**config.mk**
```make
export PLATFORM = sky130hd
export DESIGN_NAME = csr_core_regs
export DESIGN_NICKNAME = d
export VERILOG_FILES = /design/src/design/csr_pkg.sv /design/src/design/csr_core_regs.sv
export SDC_FILE = /design/constraint.sdc
export NUM_CORES = 1
export LEC_CHECK = 0
export BUFFER_PORTS_ARGS = -buffer_cell sky130_fd_sc_hd__buf_2
export CAP_MARGIN = 20
export CORE_UTILIZATION = 25
export CTS_BUF_LIST = sky130_fd_sc_hd__clkbuf_4
export CTS_CLUSTER_SIZE = 20
export DETAILED_ROUTE_END_ITERATION = 8
export GPL_TIMING_DRIVEN = 0
export RECOVER_POWER = 100
export SLEW_MARGIN = 15
export SYNTH_ARGS = -nofsm -noshare
export SYNTH_HDL_FRONTEND = slang
export SYNTH_SLANG_ARGS = --single-unit
```
**constraint.sdc**
```tcl
create_clock -name mclk -period 17.58 [get_ports mclk]
set_input_delay 3.516 -clock mclk [delete_from_list [all_inputs] [get_ports mclk]]
set_output_delay 3.516 -clock mclk [all_outputs]
set_load 0.03 [all_outputs]
```
**src/design/csr_pkg.sv**
```systemverilog
// Package for the core special register block: addresses, reset values, field positions.
// Assumes an 8-bit direct address space shared with peripheral registers.
package csr_pkg;
	localparam logic [7:0] ADDR_STACK_TOP   = 8'h81;
	localparam logic [7:0] ADDR_PTR_LOW     = 8'h82;
	localparam logic [7:0] ADDR_PTR_HIGH    = 8'h83;
	localparam logic [7:0] ADDR_POWER_CTRL  = 8'h87;
	localparam logic [7:0] ADDR_STATUS_WORD = 8'hd0;
	localparam logic [7:0] ADDR_MATH_MAIN   = 8'he0;
	localparam logic [7:0] ADDR_MATH_HELPER = 8'hf0;
	localparam logic [7:0] ADDR_SILICON_REV = 8'hc2;
	localparam logic [7:0] STACK_TOP_RESET  = 8'h07;
	localparam logic [7:0] POWER_CTRL_RESET = 8'h00;
	localparam logic [7:0] STATUS_RESET     = 8'h00;
	localparam logic [7:0] ZERO_BYTE        = 8'h00;
	localparam logic [7:0] UNMAPPED_VALUE   = 8'h00;
	localparam logic [7:0] SILICON_REV_ID   = 8'h5a; // Arbitrary value
	localparam logic [3:0] BIT_ADDR_LOW_0   = 4'h0;
	localparam logic [3:0] BIT_ADDR_LOW_8   = 4'h8;
	localparam logic [4:0] BANK_BASE_ZERO   = 5'h00;
	localparam int CARRY_BIT      = 7;
	localparam int HALF_CARRY_BIT = 6;
	localparam int USER_ZERO_BIT  = 5;
	localparam int BANK_HIGH_BIT  = 4;
	localparam int BANK_LOW_BIT   = 3;
	localparam int RANGE_BIT      = 2;
	localparam int USER_ONE_BIT   = 1;
	localparam int PARITY_BIT     = 0;
	localparam int BAUD_DBL_BIT   = 7;
	localparam int SER_WAKE_BIT   = 6;
	localparam int IRQ0_WAKE_BIT  = 5;
	localparam int POWER_CONTROL_WORD_RSVD_BIT  = 4;
	localparam int SPARE1_BIT     = 3;
	localparam int SPARE0_BIT     = 2;
	localparam int SLEEP_BIT      = 1;
	localparam int HALT_BIT       = 0;
	typedef enum logic [2:0] {
		CSR_ALU_NONE, CSR_ALU_ADD, CSR_ALU_SUB, CSR_ALU_MUL, CSR_ALU_DIV, CSR_ALU_ANL, CSR_ALU_ORL
	} csr_alu_op_t;
endpackage

```
**src/design/csr_core_regs.sv**
```systemverilog
// Core special registers: math pair, stack pointer, code pointer, status and power control.
// Assumes the instruction logic on mclk drives direct reads/writes, bit ops, stack and ALU ops.
//
// Contract
// - Stack pointer increments before the pushed byte is written to RAM.
// - Stack pointer resets to 07H so first stacked byte lands at 08H.
// - Code pointer accessible as one 16-bit value or as two bytes.
// - Helper register is second operand and result for multiply and divide.
// - Main math register is primary operand and destination for arithmetic and logic.
// - Status word at D0H, resets to 00H, bit addressable.
// - Status bits: carry, half carry, user, bank select, overflow, user, parity.
// - Bank select bits choose the working bank as a plain binary number.
// - Power control at 87H, resets to 00H, not bit addressable.
// - Power control bits: baud double, wakes, reserved, spare flags, sleep, halt.
// - Reads of unoccupied addresses complete and return an unspecified value.
// - Addresses with low nibble 0H or 8H support single-bit access.
// - All core registers except program counter and banks live in register space.
// - A read-only register returns the silicon revision byte.
// - Lowest 32 RAM bytes are four banks of eight; bank select picks one.
`timescale 1ns/1ps
`default_nettype none
module csr_core_regs
	import csr_pkg::*;
#(
	parameter logic [7:0] REVISION_ID = SILICON_REV_ID
) (
	input  wire logic        mclk,
	input  wire logic        rst,
	input  wire logic [7:0]  dir_addr,
	input  wire logic        dir_rd,
	input  wire logic        dir_wr,
	input  wire logic [7:0]  dir_wdata,
	output logic      [7:0]  dir_rdata,
	output logic             dir_rvalid,
	input  wire logic        bit_op,
	input  wire logic [2:0]  bit_sel,
	input  wire logic        bit_val,
	input  wire logic        push_req,
	input  wire logic        pop_req,
	output logic      [7:0]  stack_wr_addr,
	output logic             stack_wr_en,
	input  wire logic        ptr16_wr,
	input  wire logic [15:0] ptr16_wdata,
	input  wire logic        ptr16_inc,
	input  wire csr_alu_op_t alu_op,
	input  wire logic [7:0]  alu_operand,
	output logic      [7:0]  main_math_register,
	output logic      [7:0]  helper_register,
	output logic      [7:0]  stack_top_pointer,
	output logic      [15:0] code_address_pointer,
	output logic      [7:0]  cpu_status_word,
	output logic      [7:0]  power_control_word,
	output logic      [4:0]  bank_base_addr
);
	logic [7:0]  pointer_low_byte;
	logic [7:0]  pointer_high_byte;
	logic [7:0]  next_math;
	logic [7:0]  next_helper;
	logic [15:0] product;
	logic [8:0]  sum9;
	logic [4:0]  half9;
	logic        bit_capable;
	logic [7:0]  cur_byte;
	logic [7:0]  wr_value;
	logic        wr_hit;

	assign code_address_pointer = {pointer_high_byte, pointer_low_byte};
	assign product = main_math_register * helper_register;
	assign bit_capable = (dir_addr[3:0] == BIT_ADDR_LOW_0) ||
		(dir_addr[3:0] == BIT_ADDR_LOW_8);

	// Current contents at the direct address, also the base of a read-modify-write bit op
	always_comb begin
		case (dir_addr)
			ADDR_MATH_MAIN:   cur_byte = main_math_register;
			ADDR_MATH_HELPER: cur_byte = helper_register;
			ADDR_STACK_TOP:   cur_byte = stack_top_pointer;
			ADDR_PTR_LOW:     cur_byte = pointer_low_byte;
			ADDR_PTR_HIGH:    cur_byte = pointer_high_byte;
			ADDR_STATUS_WORD: cur_byte = cpu_status_word;
			ADDR_POWER_CTRL:  cur_byte = power_control_word;
			ADDR_SILICON_REV: cur_byte = REVISION_ID;
			default:          cur_byte = UNMAPPED_VALUE;
		endcase
	end

	// Bit ops only land on bit-capable addresses; the power word at 87H never qualifies
	always_comb begin
		wr_value = dir_wdata;
		wr_hit = dir_wr;
		if (bit_op) begin
			wr_value = cur_byte;
			wr_value[bit_sel] = bit_val;
			wr_hit = dir_wr && bit_capable;
		end
	end

	always_ff @(posedge mclk) begin
		if (rst) begin
			dir_rdata <= ZERO_BYTE;
			dir_rvalid <= 1'b0;
		end else begin
			dir_rdata <= cur_byte;
			dir_rvalid <= dir_rd;
		end
	end

	// Stack: pointer moves first, RAM write address is the incremented value
	always_ff @(posedge mclk) begin
		if (rst) begin
			stack_top_pointer <= STACK_TOP_RESET;
			stack_wr_addr <= ZERO_BYTE;
			stack_wr_en <= 1'b0;
		end else begin
			stack_wr_en <= push_req;
			if (push_req) begin
				stack_top_pointer <= stack_top_pointer + 8'h01;
				stack_wr_addr <= stack_top_pointer + 8'h01;
			end else if (pop_req) begin
				stack_top_pointer <= stack_top_pointer - 8'h01;
			end else if (wr_hit && dir_addr == ADDR_STACK_TOP) begin
				stack_top_pointer <= wr_value;
			end
		end
	end

	always_ff @(posedge mclk) begin
		if (rst) begin
			pointer_low_byte <= ZERO_BYTE;
			pointer_high_byte <= ZERO_BYTE;
		end else if (ptr16_wr) begin
			{pointer_high_byte, pointer_low_byte} <= ptr16_wdata;
		end else if (ptr16_inc) begin
			{pointer_high_byte, pointer_low_byte} <= code_address_pointer + 16'h0001;
		end else if (wr_hit) begin
			if (dir_addr == ADDR_PTR_LOW)
				pointer_low_byte <= wr_value;
			if (dir_addr == ADDR_PTR_HIGH)
				pointer_high_byte <= wr_value;
		end
	end

	// Arithmetic: the main register is the destination, the helper takes the product high byte or the remainder
	always_comb begin
		next_math = main_math_register;
		next_helper = helper_register;
		sum9 = 9'h000;
		half9 = 5'h00;
		case (alu_op)
			CSR_ALU_ADD: begin
				sum9 = {1'b0, main_math_register} + {1'b0, alu_operand};
				half9 = {1'b0, main_math_register[3:0]} + {1'b0, alu_operand[3:0]};
				next_math = sum9[7:0];
			end
			CSR_ALU_SUB: begin
				sum9 = {1'b0, main_math_register} - {1'b0, alu_operand};
				half9 = {1'b0, main_math_register[3:0]} - {1'b0, alu_operand[3:0]};
				next_math = sum9[7:0];
			end
			CSR_ALU_MUL: begin
				next_math = product[7:0];
				next_helper = product[15:8];
			end
			CSR_ALU_DIV: begin
				if (helper_register != ZERO_BYTE) begin
					next_math = main_math_register / helper_register;
					next_helper = main_math_register % helper_register;
				end
			end
			CSR_ALU_ANL: next_math = main_math_register & alu_operand;
			CSR_ALU_ORL: next_math = main_math_register | alu_operand;
			default: begin
				if (wr_hit && dir_addr == ADDR_MATH_MAIN)
					next_math = wr_value;
				if (wr_hit && dir_addr == ADDR_MATH_HELPER)
					next_helper = wr_value;
			end
		endcase
	end

	always_ff @(posedge mclk) begin
		if (rst) begin
			main_math_register <= ZERO_BYTE;
			helper_register <= ZERO_BYTE;
		end else begin
			main_math_register <= next_math;
			helper_register <= next_helper;
		end
	end

	// Flags from the ALU win over a software write in the same cycle
	always_ff @(posedge mclk) begin
		if (rst) begin
			cpu_status_word <= STATUS_RESET;
		end else begin
			if (wr_hit && dir_addr == ADDR_STATUS_WORD)
				cpu_status_word[7:1] <= wr_value[7:1];
			case (alu_op)
				CSR_ALU_ADD, CSR_ALU_SUB: begin
					cpu_status_word[CARRY_BIT] <= sum9[8];
					cpu_status_word[HALF_CARRY_BIT] <= half9[4];
					cpu_status_word[RANGE_BIT] <= (alu_op == CSR_ALU_ADD) ?
						((main_math_register[7] == alu_operand[7]) &&
						 (sum9[7] != main_math_register[7])) :
						((main_math_register[7] != alu_operand[7]) &&
						 (sum9[7] != main_math_register[7]));
				end
				CSR_ALU_MUL: begin
					cpu_status_word[CARRY_BIT] <= 1'b0;
					cpu_status_word[RANGE_BIT] <= product[15:8] != ZERO_BYTE;
				end
				CSR_ALU_DIV: begin
					cpu_status_word[CARRY_BIT] <= 1'b0;
					cpu_status_word[RANGE_BIT] <= helper_register == ZERO_BYTE;
				end
				default: ;
			endcase
			// Parity is computed from the value the math register will hold
			cpu_status_word[PARITY_BIT] <= ^next_math;
		end
	end

	// Bank base address for working register access: bank number times eight
	always_ff @(posedge mclk) begin
		if (rst)
			bank_base_addr <= BANK_BASE_ZERO;
		else if (wr_hit && dir_addr == ADDR_STATUS_WORD)
			bank_base_addr <= {wr_value[BANK_HIGH_BIT:BANK_LOW_BIT], 3'b000};
		else
			bank_base_addr <= {cpu_status_word[BANK_HIGH_BIT:BANK_LOW_BIT], 3'b000};
	end

	// Power control: byte-wide writes only, reserved bit kept at zero
	always_ff @(posedge mclk) begin
		if (rst) begin
			power_control_word <= POWER_CTRL_RESET;
		end else if (wr_hit && dir_addr == ADDR_POWER_CTRL) begin
			power_control_word <= wr_value;
			power_control_word[POWER_CONTROL_WORD_RSVD_BIT] <= 1'b0;
		end
	end
endmodule
`default_nettype wire

```
; After elaboration in Yosys (flattened, before gate mapping)
; Cells that the tools add are included.
[word_totals]
wordCells = 110
out_inout_bits = 79
regBits = 78
inputBits = 56
[op_classes]
n_mul = 1
add_sub_neg = 7
div_mod_pow = 2
order_cmp = 2
muxes = 31
reduce_logical = 29
n_eq_ne = 19
bitwise = 3
[op_table]
columns = operator, count
row1 = $mux W8, 16
row2 = $eq A8 B8 Y1 const B, 8
row3 = $pmux W8 S8, 1
row4 = $pmux W8 S6, 1
row5 = $pmux W8 S3, 1
row6 = $pmux W9 S2, 1
row7 = $reduce_bool A3 Y1, 6
row8 = $add A16 B1 Y16 const B, 1
row9 = $mul A8 B8 Y16, 1
row10 = $reduce_bool A8 Y1, 2
row11 = $pmux W5 S2, 1
row12 = $add A8 B8 Y9, 1
row13 = $eq A3 B3 Y1 const B, 3
row14 = $logic_and A1 B1 Y1, 9
row15 = $sub A8 B8 Y9, 1
row16 = $add A8 B1 Y8 const B, 1
row17 = $and A8 B8 Y8, 1
row18 = $bwmux W8, 1
row19 = $div A8 B8 Y8, 1
row20 = $logic_not A8 Y1, 1
row21 = $mod A8 B8 Y8, 1
row22 = $or A8 B8 Y8, 1
row23 = $reduce_xor A8 Y1, 1
row24 = $sub A8 B1 Y8 const B, 1
row25 = 25 further kinds, 32

; Longest topological paths before layout
[logic_depth]
word_depth = 10
mapped_depth = 57
mapped_depth_nobuf = 55

; Worst setup path before layout
; Ideal clock, no wire load.
[synth_timing]
kind = flip-flop to flip-flop
from = reg helper_register[0]
to = reg cpu_status_word[0]
setup_slack_ps = 6450
arrival_time_ps = 11065
setup_time_ps = 65
required_ps = 17515
path_stages_with_launch = 53
synth_period_minus_slack_ps = 11130
path_cell_list = dfxtp_1 > clkbuf_1 > inv_1 > ha_1 > nand3_1 > and2_1 > ha_1 > o21a_1 > o211ai_1 > or3_1 > nand2_1 > ha_1 > o21a_1 > o21ai_0 > nor3_1 > or2_2 > ha_1 > o21a_1 > [... 17 more ...] > o21a_1 > o21a_1 > o211ai_1 > nand2_1 > a41oi_1 > clkbuf_1 > a21oi_1 > fa_1 > nor2b_1 > o21ai_0 > a21oi_1 > nor3_1 > o21ai_1 > a221oi_1 > a211o_1 > xnor2_1 > xnor3_1 > nor2_1
[synth_via]
elab_chain_len = 6
word_cells_on_any_way = 10
classes_between = mul: 1 / div: 1 / mux: 6 / reduce/logical: 2
[synth_lines]
columns = item, line
row1 = "start, declared", csr_core_regs.sv:48  ; output logic [7:0] helper_register,
row2 = "start signal, assigned", csr_core_regs.sv:187  ; helper_register <= next_helper;
row3 = branches (longest 4 deep; another with $div A8 B8 Y8), --
row4 = $pmux W8 S6 (*), csr_core_regs.sv:149  ; case (alu_op)
row5 = $reduce_xor A8 Y1 (*), csr_core_regs.sv:219  ; cpu_status_word[PARITY_BIT] <= ^next_math;
row6 = "end signal, assigned by index", csr_core_regs.sv:200  ; cpu_status_word[CARRY_BIT] <= sum9[8];
row7 = "end signal, assigned by index", csr_core_regs.sv:201  ; cpu_status_word[HALF_CARRY_BIT] <= half9[4];
row8 = "end signal, assigned by index", csr_core_regs.sv:219
row9 = "end, declared", csr_core_regs.sv:51  ; output logic [7:0] cpu_status_word,
; Mark *: on every way between the ends.
; A chain may end at the register's enable or synchronous reset.

; Worst setup path after layout
; Same ends and word-level chain as after synthesis.

==> reports/results.ini <==
[outcome]
outcome=complete, no violations

[sta]
fin_tns_setup_ns=0
rsz0062_at_grt=false
finalHoldViolations=0
worstMarginPinSlew_ns=1.12
timing.final.crit_share_pct=84.2
period_needed_ns=14.80
fmax_mhz=67.6
drv_slew=0
report.final.setup_viol=0
skew_ns=0.0249
slew_headroom_pct=22.9

[finish]
antenna_cells=0
area_growth_pct=13.4
drive_above_1_share_pct=7.84
nets=1628

[yosys]
yosysMostFrequentCell=nor2_1
syn_area_per_cell_sq_um=7.65
yosysTopAreaCell=dfxtp_1
synthCells=1284
async_flop_share_pct=0
synthTopCellsByCount=159 x nor2_1, 112 x nand2_1, 109 x ha_1, 94 x inv_1, 76 x a21oi_1
synth.top_cell.area_share_pct=15.3
yosysWarnings=0
synth_area_leaders=dfxtp_1 15%, ha_1 14%, fa_1 8.0%, nor2_1 6.1%, nand2_1 4.3%
synth_ff_type=dfxtp_1
synth_seq_cells=75
synth-edff-count=0
synth_cell_types=83
synth_area_sq_um=9820
ys_seq_area_share_pct=15.3

[clocking]
clock_latency_ns=0.47
post_cts_resized=0
cts_tree=yes
cts_sinks=75
cts_setup_buffers=0
cts_buffer_depth=2
hold_buffers=0
root_buffer=clkbuf_4
htreeDepth=3
cts_buffers=9
clk_pin_slew_ns=0.13

[routing]
drt-total-wl_mm=36.4
antenna_left=0
drtIter0Drc=823
firstDrtPassIters=5
drcViolationCount=0
vias=10200
vias_per_cell=5.22
wl_per_cell_um=18.7

[worst_setup_path]
setup.worst_path.start_class=flip-flop
end_kind=flip-flop
crit_start=helper_register[0]
worst-r2r-setup-slack_ns=2.78
cp_slowest_cell=o21ai_0
arrival_ns=15.21
path_depth=51
critical_path.top_delay_family=compound AO/OA/AOI/OAI gates
worstRegToRegCells=51
path_max_fanout=11
cp.required_ns=17.99
path_class=reg -> reg
rr_startpoint=helper_register[0]
slowest_delay_ns=0.83
reg2reg_to=cpu_status_word[0]
crit_buf_inv=4
endpoint=cpu_status_word[0]

[floorplanning]
ios=135
num_rows=72
die_h_um=200
die_area_sq_um=40100
start_util_pct=25.4
die_width_um=200
fp.coreArea_sq_um=38600

[grt]
gr-total-overflow=0
antenna_found_initial=1
grt_first_pass_wirelength_mm=55.6
grt_pass1_vias=9708
grt_max_degree=16
grt.total_usage_pct=17.7

[run]
drv_cap=0

[placed_design]
hpwl_mm=28.5
gp_congestion=0.907
portBuffers=126

[hold_path]
hold_class=reg -> reg

-- state kept, by name (all words and copies together) (netlist names), 7 cells and up --
| register | count |
|---|---|
| stack_top_pointer | 8 |
| main_math_register | 8 |
| stack_wr_addr | 8 |
| cpu_status_word | 8 |
| power_control_word | 7 |
| dir_rdata | 8 |
| pointer_high_byte | 8 |
| helper_register | 8 |
| pointer_low_byte | 8 |
-- worst min-delay path by stage --
stage                           startpoint                to  slack (ns)  cells after the start
after CTS                 stack_wr_addr[5]  stack_wr_addr[5]        0.49                      2
final                     stack_wr_addr[5]  stack_wr_addr[5]        0.48                      2
after global routing      stack_wr_addr[1]  stack_wr_addr[1]        0.50                      2
after detailed placement  stack_wr_addr[1]  stack_wr_addr[1]        0.47                      2
after global placement    stack_wr_addr[1]  stack_wr_addr[1]        0.46                      2
after floorplan           stack_wr_addr[1]  stack_wr_addr[1]        0.60                      2
-- layout by cell type (no fill, tap or decap), types with 8 or more instances in the layout --
| cell | netlist | layout |
|---|---|---|
| nand3_1 | 23 | 23 |
| nand2_1 | 112 | 112 |
| a31oi_1 | 14 | 14 |
| o22ai_1 | 12 | 12 |
| mux2i_1 | 27 | 27 |
| a21oi_1 | 76 | 76 |
| fa_1 | 39 | 39 |
| o211ai_1 | 17 | 17 |
| dfxtp_1 | 75 | 75 |
| xnor2_1 | 38 | 38 |
| ha_1 | 109 | 109 |
| o21ai_0 | 51 | 52 |
| inv_1 | 94 | 94 |
| nor3_1 | 36 | 37 |
| a211o_1 | 8 | 8 |
| o21a_1 | 21 | 21 |
| a21o_1 | 20 | 20 |
| nand4_1 | 8 | 8 |
| nor2_1 | 159 | 159 |
| clkbuf_4 | 0 | 11 |
| a22oi_1 | 15 | 15 |
| xor2_1 | 26 | 26 |
| buf_2 | 2 | 48 |
| clkbuf_1 | 59 | 141 |
| and3_1 | 11 | 11 |
| a211oi_1 | 28 | 28 |
| nand2b_1 | 20 | 20 |
| nor2b_1 | 21 | 21 |
| and2_1 | 10 | 8 |
| mux2_2 | 26 | 23 |
-- stage by stage --
step                      cells  cell area [sq um]  util [%]  worst slack (ns)  hold WS [ns]
after floorplan            1287               9830         -              6.45         0.598
after global placement     1931              11100      28.7              3.79         0.464
after detailed placement   1931              11100      28.7              3.64         0.466
after CTS                  1947              11200      29.1              3.59         0.487
after global routing       1947              11100      28.8              1.83         0.498
final                      1947              11100      28.8              2.78         0.483
-- kinds of logic (layout without fill, tap and decap cells) --
group / after synthesis / count (layout) / share of synthesized area [%]
buffers and inverters: 168 / 310 / 6.68
AOI/OAI and AO/OA: 333 / 333 / 23.0
other: 1 / 4 / 0.0382
xor gates and xnor gates: 65 / 65 / 5.94
and+or+nand+nor: 438 / 438 / 21.1
adders and majority gates: 148 / 148 / 21.8
DFF: 75 / 75 / 15.3
muxes: 56 / 56 / 6.14
-- tightest hold or removal path: cells and delay by family (launching register included) --
kind,cells,cell delay [ns]
flip-flops,1,0.33
AND/OR/NAND/NOR,1,0.06
AO/OA/AOI/OAI,1,0.06
-- routing by layer --
layer,GRT usage (%),share of wire [%],up-vias
li1,-,-,4808
met1,23.2,44,4851
met2,28.2,45,428
met3,3.64,7.5,82
met4,6.92,4.0,0
met5,0,0,-
-- final cells by class --
type / count / area, sq um
inverter: 96 / 360
sequential: 75 / 1500
clock inverter: 5 / 53.8
timing repair buffer: 126 / 531
fill: 4294 / 27500
buffer: 72 / 295
multi-input combinational: 1044 / 7660
tap: 518 / 648
clock buffer: 11 / 82.6
Power is not shown: default switching activity piles up to over one toggle a cycle in this logic, so the estimate is an artifact.
